**src/shared/timer_pkg.sv**
```systemverilog
// Package with register map, field positions and bus carrier types for the basic timer
// ****************************************************************************
// Overview of operation
// - Three-bit trigger source select sits in bits 6 to 4 of trigger control.
// - Select 000 pulses the trigger output only on the counter reset made by software update, not on overflow wrap.
// - Select 001 pulses the trigger output when the counter run bit is set.
// - Select 010 pulses the trigger output on every update event.
// - Update DMA request only fires while enable bit 8 is one.
// - Update interrupt drives only while enable bit 0 is one.
// - Update flag sets on update events, except software ones under source select one, cleared by writing zero, one ignored.
// - Writing one to software update generate makes an update, self-clearing.
// - Software update clears main counter and prescaler counter together.
// - Counter register reads live value; writes replace it at once.
// - Counter clock is the input clock divided by divide value plus one.
// - Divide value takes effect only when copied to shadow at update.
// - Sixteen-bit reload limit sets where the up counter wraps.
// - Registers accept half-word and word accesses; reserved bits stay reset, except in run control, which keeps all 16 written bits.
// - Counter counts zero to limit, wraps to zero, updating at overflow.
// - Update suppress blocks update events; software request still clears counters.
// - Update source select one limits interrupt and DMA to overflow only.
// - One-shot mode clears counter run at the next update event.
// ****************************************************************************
`default_nettype none
package timer_pkg;

  // ****************************************************************************
  // Register offsets
  // ****************************************************************************
  localparam logic [7:0] run_control_off    = 8'h00;
  localparam logic [7:0] trigger_out_off    = 8'h04;
  localparam logic [7:0] request_enable_off = 8'h0C;
  localparam logic [7:0] flag_status_off    = 8'h10;
  localparam logic [7:0] event_request_off  = 8'h14;
  localparam logic [7:0] count_value_off    = 8'h24;
  localparam logic [7:0] divide_value_off   = 8'h28;
  localparam logic [7:0] reload_limit_off   = 8'h2C;

  // ****************************************************************************
  // Field positions and widths
  // ****************************************************************************
  localparam int run_bit       = 0;
  localparam int suppress_bit  = 1;
  localparam int source_bit    = 2;
  localparam int one_shot_bit  = 3;
  localparam int trig_lsb      = 4;
  localparam int trig_msb      = 6;
  localparam int irq_en_bit    = 0;
  localparam int dma_en_bit    = 8;
  localparam int flag_bit      = 0;
  localparam int generate_bit  = 0;
  localparam int addr_lsb      = 2;
  localparam int addr_msb      = 7;

  localparam logic [15:0] reg_reset  = 16'h0000;
  localparam logic [15:0] count_one  = 16'h0001;
  localparam logic [31:0] read_zero  = 32'h0000_0000;

  // Trigger source encodings
  localparam logic [2:0] trig_on_reset  = 3'h0;
  localparam logic [2:0] trig_on_start  = 3'h1;
  localparam logic [2:0] trig_on_update = 3'h2;

  // Wishbone request carrier
  typedef struct packed {
    logic        cyc;
    logic        stb;
    logic        we;
    logic [3:0]  sel;
    logic [7:0]  adr;
    logic [31:0] dat;
  } wb_req_s;

  // Counter events passed between units
  typedef struct packed {
    logic overflow;
    logic sw_update;
    logic start;
  } tick_events_s;

endpackage : timer_pkg
`default_nettype wire

```
**src/design/clock_divider.sv**
```systemverilog
// Prescaler with update-loaded shadow producing the counter tick
`timescale 1ns/1ps
`default_nettype none
module clock_divider (
  input  wire logic        clock,         // Timer clock
  input  wire logic        srst,          // Synchronous reset
  input  wire logic        run,           // Counter run bit
  input  wire logic        clear,         // Software update clear
  input  wire logic        load_shadow,   // Update event
  input  wire logic [15:0] divide_value,  // Preload divide value
  output logic             tick           // One counter clock pulse
);

  logic [15:0] shadow;
  logic [15:0] prescale_count;

  // Shadow copy only at update events
  always_ff @(posedge clock)
  begin
    if (srst)
      shadow <= timer_pkg::reg_reset;
    else if (load_shadow)
      shadow <= divide_value;
  end

  // Divide by shadow plus one
  always_ff @(posedge clock)
  begin
    if (srst || clear)
      prescale_count <= timer_pkg::reg_reset;
    else if (run)
    begin
      if (prescale_count >= shadow)
        prescale_count <= timer_pkg::reg_reset;
      else
        prescale_count <= prescale_count + timer_pkg::count_one;
    end
  end

  assign tick = run && !clear && (prescale_count >= shadow);

endmodule : clock_divider
`default_nettype wire

```
**src/design/trigger_select.sv**
```systemverilog
// Master trigger source selection
`timescale 1ns/1ps
`default_nettype none
module trigger_select (
  input  wire logic       clock,     // Timer clock
  input  wire logic       srst,      // Synchronous reset
  input  wire logic [2:0] select,    // Trigger source select
  input  wire logic       reset_ev,  // Counter reset event
  input  wire logic       start_ev,  // Counter start event
  input  wire logic       update_ev, // Update event
  output logic            pulse      // Registered trigger pulse
);

  // Pick the chosen event, others give nothing
  always_ff @(posedge clock)
  begin
    if (srst)
      pulse <= 1'b0;
    else
    begin
      unique case (select)
        timer_pkg::trig_on_reset:  pulse <= reset_ev;
        timer_pkg::trig_on_start:  pulse <= start_ev;
        timer_pkg::trig_on_update: pulse <= update_ev;
        default:                   pulse <= 1'b0;
      endcase
    end
  end

endmodule : trigger_select
`default_nettype wire

```
**src/design/basic_upcount_timer_regs.sv**
```systemverilog
// Basic up-counting timer with Wishbone register file
//
// Register access over Wishbone is this design's own decision.
`timescale 1ns/1ps
`default_nettype none
module basic_upcount_timer_regs (
  input  wire logic        clock,              // 50 MHz timer clock
  input  wire logic        srst,               // Synchronous reset, high
  input  wire logic        wb_cyc_i,           // Bus cycle
  input  wire logic        wb_stb_i,           // Bus strobe
  input  wire logic        wb_we_i,            // Write enable
  input  wire logic [3:0]  wb_sel_i,           // Byte lane selects
  input  wire logic [7:0]  wb_adr_i,           // Byte address
  input  wire logic [31:0] wb_dat_i,           // Write data
  output logic      [31:0] wb_dat_o,           // Read data
  output logic             wb_ack_o,           // Acknowledge
  output logic             master_trigger_out, // Trigger to slave timers
  output logic             update_irq,         // Update interrupt
  output logic             update_dma_req      // Update DMA request pulse
);

  // ****************************************************************************
  // Declarations
  // ****************************************************************************
  timer_pkg::wb_req_s      req;
  timer_pkg::tick_events_s ev;
  logic [15:0] run_control;
  logic [15:0] trigger_out_control;
  logic [15:0] update_request_enable;
  logic        update_flag;
  logic [15:0] live_count;
  logic [15:0] clock_divide_setting;
  logic [15:0] reload_limit_value;
  logic        software_update_generate;
  logic        counter_run;
  logic        update_suppress;
  logic        update_source_select;
  logic        one_shot_select;
  logic        access;
  logic        wr;
  logic        update_event;
  logic        request_event;
  logic        run_rise;
  logic        count_write;
  logic        tick;
  logic        irq_trigger;
  logic [15:0] next_count;

  // Bundle bus inputs
  assign req = '{cyc: wb_cyc_i, stb: wb_stb_i, we: wb_we_i, sel: wb_sel_i,
                 adr: wb_adr_i, dat: wb_dat_i};

  // Merge byte lanes of a 16-bit register
  function automatic logic [15:0] merge16(input logic [15:0] old,
                                          input logic [31:0] data,
                                          input logic [3:0]  sel);
    logic [15:0] res;
    res = old;
    if (sel[0])
      res[7:0] = data[7:0];
    if (sel[1])
      res[15:8] = data[15:8];
    return res;
  endfunction : merge16

  // Address hit on a given offset, for reads and writes
  function automatic logic hit(input timer_pkg::wb_req_s r, input logic [7:0] off);
    return r.adr[timer_pkg::addr_msb:timer_pkg::addr_lsb] ==
           off[timer_pkg::addr_msb:timer_pkg::addr_lsb];
  endfunction : hit

  // ****************************************************************************
  // Bus handshake
  // ****************************************************************************
  assign access = req.cyc && req.stb && !wb_ack_o;
  assign wr     = access && req.we;

  // One-cycle answer, dropped the cycle after
  always_ff @(posedge clock)
  begin
    if (srst)
      wb_ack_o <= 1'b0;
    else
      wb_ack_o <= access;
  end

  // ****************************************************************************
  // Control fields
  // ****************************************************************************
  assign counter_run          = run_control[timer_pkg::run_bit];
  assign update_suppress      = run_control[timer_pkg::suppress_bit];
  assign update_source_select = run_control[timer_pkg::source_bit];
  assign one_shot_select      = run_control[timer_pkg::one_shot_bit];

  // Run control register; one-shot clears run at update
  always_ff @(posedge clock)
  begin
    if (srst)
      run_control <= timer_pkg::reg_reset;
    else if (wr && hit(req, timer_pkg::run_control_off))
      run_control <= merge16(run_control, req.dat, req.sel);
    else if (update_event && one_shot_select)
      run_control[timer_pkg::run_bit] <= 1'b0;
  end

  // Trigger source field, only bits 6 to 4 held
  always_ff @(posedge clock)
  begin
    if (srst)
      trigger_out_control <= timer_pkg::reg_reset;
    else if (wr && hit(req, timer_pkg::trigger_out_off) && req.sel[0])
      trigger_out_control[timer_pkg::trig_msb:timer_pkg::trig_lsb] <=
        req.dat[timer_pkg::trig_msb:timer_pkg::trig_lsb];
  end

  // Interrupt and DMA enable bits
  always_ff @(posedge clock)
  begin
    if (srst)
      update_request_enable <= timer_pkg::reg_reset;
    else if (wr && hit(req, timer_pkg::request_enable_off))
    begin
      if (req.sel[0])
        update_request_enable[timer_pkg::irq_en_bit] <= req.dat[timer_pkg::irq_en_bit];
      if (req.sel[1])
        update_request_enable[timer_pkg::dma_en_bit] <= req.dat[timer_pkg::dma_en_bit];
    end
  end

  // Divide value and reload limit
  always_ff @(posedge clock)
  begin
    if (srst)
    begin
      clock_divide_setting <= timer_pkg::reg_reset;
      reload_limit_value   <= timer_pkg::reg_reset;
    end
    else if (wr && hit(req, timer_pkg::divide_value_off))
      clock_divide_setting <= merge16(clock_divide_setting, req.dat, req.sel);
    else if (wr && hit(req, timer_pkg::reload_limit_off))
      reload_limit_value <= merge16(reload_limit_value, req.dat, req.sel);
  end

  // Software update request, self-clearing after one cycle
  always_ff @(posedge clock)
  begin
    if (srst)
      software_update_generate <= 1'b0;
    else
      software_update_generate <= wr && hit(req, timer_pkg::event_request_off) &&
                                  req.sel[0] && req.dat[timer_pkg::generate_bit];
  end

  // ****************************************************************************
  // Counter core
  // ****************************************************************************
  clock_divider u_divider (
    .clock        (clock),
    .srst         (srst),
    .run          (counter_run),
    .clear        (software_update_generate),
    .load_shadow  (update_event),
    .divide_value (clock_divide_setting),
    .tick         (tick)
  );

  assign ev.overflow  = tick && (live_count >= reload_limit_value);
  assign ev.sw_update = software_update_generate;
  assign ev.start     = run_rise;

  // Update event unless suppressed
  assign update_event  = !update_suppress && (ev.overflow || ev.sw_update);
  // Interrupt and DMA sources narrowed by source select
  assign request_event = !update_suppress &&
                         (ev.overflow || (ev.sw_update && !update_source_select));
  assign count_write   = wr && hit(req, timer_pkg::count_value_off);

  // Next counter value
  always_comb
  begin
    next_count = live_count;
    if (count_write)
      next_count = merge16(live_count, req.dat, req.sel);
    else if (ev.sw_update)
      next_count = timer_pkg::reg_reset;
    else if (ev.overflow)
      next_count = timer_pkg::reg_reset;
    else if (tick)
      next_count = live_count + timer_pkg::count_one;
  end

  // Counter register; one-shot wrap also clears it
  always_ff @(posedge clock)
  begin
    if (srst)
      live_count <= timer_pkg::reg_reset;
    else
      live_count <= next_count;
  end

  // Rising edge of run bit as start event
  logic run_prev;
  always_ff @(posedge clock)
  begin
    if (srst)
      run_prev <= 1'b0;
    else
      run_prev <= counter_run;
  end
  assign run_rise = counter_run && !run_prev;

  // Update flag, set wins over software clear
  always_ff @(posedge clock)
  begin
    if (srst)
      update_flag <= 1'b0;
    else if (request_event)
      update_flag <= 1'b1;
    else if (wr && hit(req, timer_pkg::flag_status_off) && req.sel[0] &&
             !req.dat[timer_pkg::flag_bit])
      update_flag <= 1'b0;
  end

  // ****************************************************************************
  // Outputs
  // ****************************************************************************
  assign irq_trigger = (update_flag || request_event) &&
                       update_request_enable[timer_pkg::irq_en_bit];

  // Interrupt level follows flag and enable
  always_ff @(posedge clock)
  begin
    if (srst)
      update_irq <= 1'b0;
    else if (wr && hit(req, timer_pkg::request_enable_off) && req.sel[0])
      update_irq <= (update_flag || request_event) && req.dat[timer_pkg::irq_en_bit];
    else if (wr && hit(req, timer_pkg::flag_status_off) && req.sel[0] &&
             !req.dat[timer_pkg::flag_bit] && !request_event)
      update_irq <= 1'b0;
    else
      update_irq <= irq_trigger;
  end

  // DMA request pulse per update
  always_ff @(posedge clock)
  begin
    if (srst)
      update_dma_req <= 1'b0;
    else
      update_dma_req <= request_event &&
                        update_request_enable[timer_pkg::dma_en_bit];
  end

  trigger_select u_trigger (
    .clock     (clock),
    .srst      (srst),
    .select    (trigger_out_control[timer_pkg::trig_msb:timer_pkg::trig_lsb]),
    .reset_ev  (ev.sw_update),
    .start_ev  (ev.start),
    .update_ev (update_event),
    .pulse     (master_trigger_out)
  );

  // Read mux; unmapped and write-only read zero
  always_ff @(posedge clock)
  begin
    if (srst)
      wb_dat_o <= timer_pkg::read_zero;
    else if (access && !req.we)
    begin
      wb_dat_o <= timer_pkg::read_zero;
      if (hit(req, timer_pkg::run_control_off))
        wb_dat_o[15:0] <= run_control;
      else if (hit(req, timer_pkg::trigger_out_off))
        wb_dat_o[15:0] <= trigger_out_control;
      else if (hit(req, timer_pkg::request_enable_off))
        wb_dat_o[15:0] <= update_request_enable;
      else if (hit(req, timer_pkg::flag_status_off))
        wb_dat_o[timer_pkg::flag_bit] <= update_flag;
      else if (hit(req, timer_pkg::count_value_off))
        wb_dat_o[15:0] <= live_count;
      else if (hit(req, timer_pkg::divide_value_off))
        wb_dat_o[15:0] <= clock_divide_setting;
      else if (hit(req, timer_pkg::reload_limit_off))
        wb_dat_o[15:0] <= reload_limit_value;
    end
  end

endmodule : basic_upcount_timer_regs
`default_nettype wire

```
**config.mk**
```make
export PLATFORM = sky130hd
export DESIGN_NAME = basic_upcount_timer_regs
export DESIGN_NICKNAME = d
export VERILOG_FILES = /design/src/shared/timer_pkg.sv /design/src/design/clock_divider.sv /design/src/design/trigger_select.sv /design/src/design/basic_upcount_timer_regs.sv
export SDC_FILE = /design/constraint.sdc
export NUM_CORES = 1
export LEC_CHECK = 0
export ABC_AREA = 0
export BUFFER_PORTS_ARGS = -buffer_cell sky130_fd_sc_hd__buf_2
export CAP_MARGIN = 5
export CORE_UTILIZATION = 36
export DETAILED_ROUTE_END_ITERATION = 16
export PLACE_DENSITY = 0.56
export RECOVER_POWER = 25
export SYNTH_ARGS = -nofsm -noshare
export SYNTH_HDL_FRONTEND = slang
export SYNTH_HIERARCHICAL = 1
export SYNTH_SLANG_ARGS = --single-unit
```
**constraint.sdc**
```tcl
create_clock -name clock -period 9.7 [get_ports clock]
set_clock_uncertainty 0.15 [all_clocks]
set_input_delay 1.455 -clock clock [delete_from_list [all_inputs] [get_ports clock]]
set_output_delay 1.455 -clock clock [all_outputs]
set_load 0.02 [all_outputs]
```
==> summary.md <==
The initial detailed-routing violation count was 402. Counting every sink on the clock net gives 124. The run gives 0 as the number of max-cap violations.

After detailed placement, the total cell area comes to 6970 sq um. The floorplan step defined a core boundary enclosing 18,000 sq um. For the aggregate global routing overflow, the log shows 0.

The final layout contains routed wiring with a total length of 17,500 microns. TritonCTS built the clock tree. The congestion estimate from routability-driven global placement came to 0.849. The via count of the first global-routing pass is 5,356, and the die span in y is 137 microns.

The clock buffer count from CTS came out at 17. The path type of the worst min-delay path was reg2reg. Of all nets on the critical path, the largest fanout is 7. At the end of the flow, the number of nets in the layout was 921.

In this run, post-CTS hold repair placed 0 buffers. The run gives 0 as the final setup violation count. For this run, the register share of the synthesized area comes to 37.6%. The library cell contributing the largest single delay on the critical path was sky130_fd_sc_hd__a311oi_1.

Once layout is done, the placed cells without fillers occupy 7460 sq um. The share of synthesized cell area in and, or, nand and nor gates works out to 24.8%. In this run the power density over the cells is 153 nW/um^2.

The post-route netlist has 12.1% of its cells at a drive strength greater than 1. In this run the count of I/O pins placed on the die edge is 85. The analysis attributes to cell leakage a power of 2.69 nW. The portion of synthesized area spent on multiplexers is 4.23%.

The tools report the site row count as 49. Grouping stages by cell kind, the critical path spends the most delay in compound AO/OA/AOI/OAI gates. No sink is reached through more buffers than the 2 on the longest clock path. After synthesis, the share of flip-flops with an asynchronous set or reset is 0%. The first global-routing pass estimated 28,500 microns of wire. At the worst endpoint, the required time is 9920 ps.

Counting distinct cell types in the post-synthesis netlist gives 67. The highest achievable clock rate was 252 MHz. The cell that appears most often on the critical path is sky130_fd_sc_hd__nand4_1. A synthesized cell averages 8.19 sq um.

The flow ran to the end, and the final reports show no timing, DRC or antenna violations. In the routed design, unresolved DRC markers number 0. The run gives 18.5% as the normalized max-slew margin.

Worst setup slack after layout: 5730 ps. After clock tree synthesis, the clock-pin slew on the worst setup and hold paths is 50 ps. Entering global routing, the biggest net connects 78 pins. At the pin with the least slew margin, the transition time is 1220 ps. For the clock insertion delay at the later pin of the skew report, the log shows 420 ps. The starting density of the core came out at 36.8%. Setup repair after global routing left no endpoint under its margin. After detailed routing, the average wire length per cell comes to 16.2 microns.

For the max-slew violation count, the log shows 0. The number of failing hold endpoints at the final stage came out at 0. The die covers 18,900 sq um. Synthesis produced 806 cells. The leading register cell type out of synthesis was sky130_fd_sc_hd__dfxtp_1. Once detail routing completed, the nets flagged for antenna violations numbered 0.

After Yosys synthesis, XOR and XNOR cells account for 1.86% of the synthesized area. For the initial antenna violation count, the log shows 0. Yosys printed 6 warnings.

The synthesized-area fraction occupied by adder cells is 6.44%, and the final worst-path cycle share is 40.9%. STA classifies the critical path endpoint as a flop. The library cell used most frequently in the layout, excluding fill and tap cells, is sky130_fd_sc_hd__dfxtp_1. Using the TritonRoute via totals, the vias-per-cell ratio works out to 5.39. The area fraction in compound gates after synthesis was 17.9%. Counting flops with a built-in enable in the synthesized netlist gives 0. The routed layout has 5,817 vias. The library cell used as clock root buffer was sky130_fd_sc_hd__clkbuf_16. The critical path goes through inv_1, ha_1, nand4_1, nor3_2, nand2_1, a311oi_1, o2111ai_1, or4_1, a21oi_1, nand4_1, o22ai_1, a21o_1. The H-tree generated during clock tree synthesis spans 4 levels.

Number of buffers and inverters on the critical path: 1. The logs give 5520 ps for the pre-CTS worst setup slack and 0 ps for the final setup TNS. Type of element launching the critical path: a flop. 0 antenna diodes ended up in the layout.

After clock tree synthesis, the repair step resized 0 gates. Data arrives at the worst endpoint at 4180 ps. In this run the cell area of the synthesized design comes to 6600 sq um.

The final critical delay including setup and external delays works out to 3970 ps. Synthesis inferred 124 register bits. For this run, the total global-route usage over all layers was measured as 19.7%.

In the layout the commonest cells are sky130_fd_sc_hd__dfxtp_1 (124), sky130_fd_sc_hd__nand2_1 (114), sky130_fd_sc_hd__a21oi_1 (74). For the iteration count of the initial detailed-routing pass, the log shows 5. The combinational family with the most area after synthesis was simple AND/OR/NAND/NOR gates. The detailed placer's ending HPWL is 12,400 microns, and the width of the die is 137 microns. The area growth from synthesis to layout is 13.0%. The worst setup path is of the reg2reg kind. The worst stage delay on the critical path was 670 ps. The number of input and output port buffers inserted was 48; the maximum VDD drop was 123 uV. The buffer count from post-CTS setup fixing came out at 0.
-- cells by family (layout without fill, tap and decap cells) --
group           Yosys count  after routing
compound gates          176            176
xor+xnor                 14             14
fa+ha+maj                34             34
buf+inv                 102            132
flops                   124            124
mux                      27             27
other cells               1             16
simple gates            328            328
-- sequential cells by signal, indices dropped and copies added (netlist names) --
| signal | flops |
|---|---|
| update_dma_req | 1 |
| wb_ack_o | 1 |
| clock_divide_setting | 16 |
| wb_dat_o | 16 |
| run_control | 16 |
| u_trigger/pulse | 1 |
| run_prev | 1 |
| live_count | 16 |
| update_irq | 1 |
| u_divider/prescale_count | 16 |
| trigger_out_control | 3 |
| software_update_generate | 1 |
| reload_limit_value | 16 |
| update_flag | 1 |
| update_request_enable | 2 |
| u_divider/shadow | 16 |
-- cell usage after synthesis (7+ instances only) --
cell type | count | area (sq um)
sky130_fd_sc_hd__a21oi_1 | 75 | 375
sky130_fd_sc_hd__a222oi_1 | 11 | 110
sky130_fd_sc_hd__a31oi_1 | 18 | 113
sky130_fd_sc_hd__and3_1 | 10 | 62.6
sky130_fd_sc_hd__buf_2 | 9 | 45.0
sky130_fd_sc_hd__buf_4 | 16 | 120
sky130_fd_sc_hd__clkbuf_1 | 32 | 120
sky130_fd_sc_hd__dfxtp_1 | 124 | 2480
sky130_fd_sc_hd__ha_1 | 34 | 425
sky130_fd_sc_hd__inv_1 | 41 | 154
sky130_fd_sc_hd__mux2_2 | 7 | 78.8
sky130_fd_sc_hd__mux2i_1 | 20 | 200
sky130_fd_sc_hd__nand2_1 | 114 | 428
sky130_fd_sc_hd__nand3_1 | 65 | 325
sky130_fd_sc_hd__nand4_1 | 10 | 62.6
sky130_fd_sc_hd__nor2_1 | 59 | 221
sky130_fd_sc_hd__nor3_1 | 15 | 75.1
sky130_fd_sc_hd__nor3_2 | 12 | 120
sky130_fd_sc_hd__o21ai_0 | 21 | 105
sky130_fd_sc_hd__xnor2_1 | 8 | 70.1
-- per-layer routing --
layer,global-route usage [%],routed length [microns]
met1,27.2,8520
met2,30.6,7930
met3,3.31,689
met4,7.14,312
met5,0,0
-- layout make-up --
class                   count  area, sq um
clock inverters             9         45.0
repair buffers             59          297
fillers                  1862        10500
well taps                 229          287
inverters                  41          154
flip-flops and latches    124         2480
clock buffers              23          478
multi-input cells         595         3720
-- report_power, final --
group | internal [W] | leakage [nW] | switching (W)
Clock | 0.000342 | 0.270 | 0.000225
Combinational | 0.0000146 | 1.42 | 0.0000453
Sequential | 0.000514 | 1.00 | 0.00000313
-- through the flow --
stage / hold slack, ps / total power (W) / cells / util, %
4_1_cts: 304 / 0.00115 / 1080 / 41.7
6_report: 305 / 0.00114 / 1080 / 41.6
5_1_grt: 330 / 0.00119 / 1080 / 41.6
3_5_place_dp: 297 / 0.000588 / 1048 / 38.8
3_3_place_gp: 292 / 0.000588 / 1048 / 38.8
2_1_floorplan: 284 / 0.000568 / 821 / -
-- path summary, 6_finish.rpt --
check,from,end,slack (ps),cells after the start
setup / recovery,u_divider/shadow[15]$_SDFFE_PP0P_,live_count[14]$_SDFFE_PP0P_,5730,12
hold / removal,run_control[5]$_SDFFE_PP0P_,run_control[5]$_SDFFE_PP0P_,310,2
setup reg to reg,u_divider/shadow[15]$_SDFFE_PP0P_,live_count[14]$_SDFFE_PP0P_,5730,12
hold reg to reg,run_control[5]$_SDFFE_PP0P_,run_control[5]$_SDFFE_PP0P_,310,2
-- tightest hold or removal path: stages, from the launching register on --
cell and delay [ps]:
sky130_fd_sc_hd__dfxtp_1 300, sky130_fd_sc_hd__nand2_1 50, sky130_fd_sc_hd__a21oi_1 50
No activity file was read; power rests on OpenSTA's default activity.
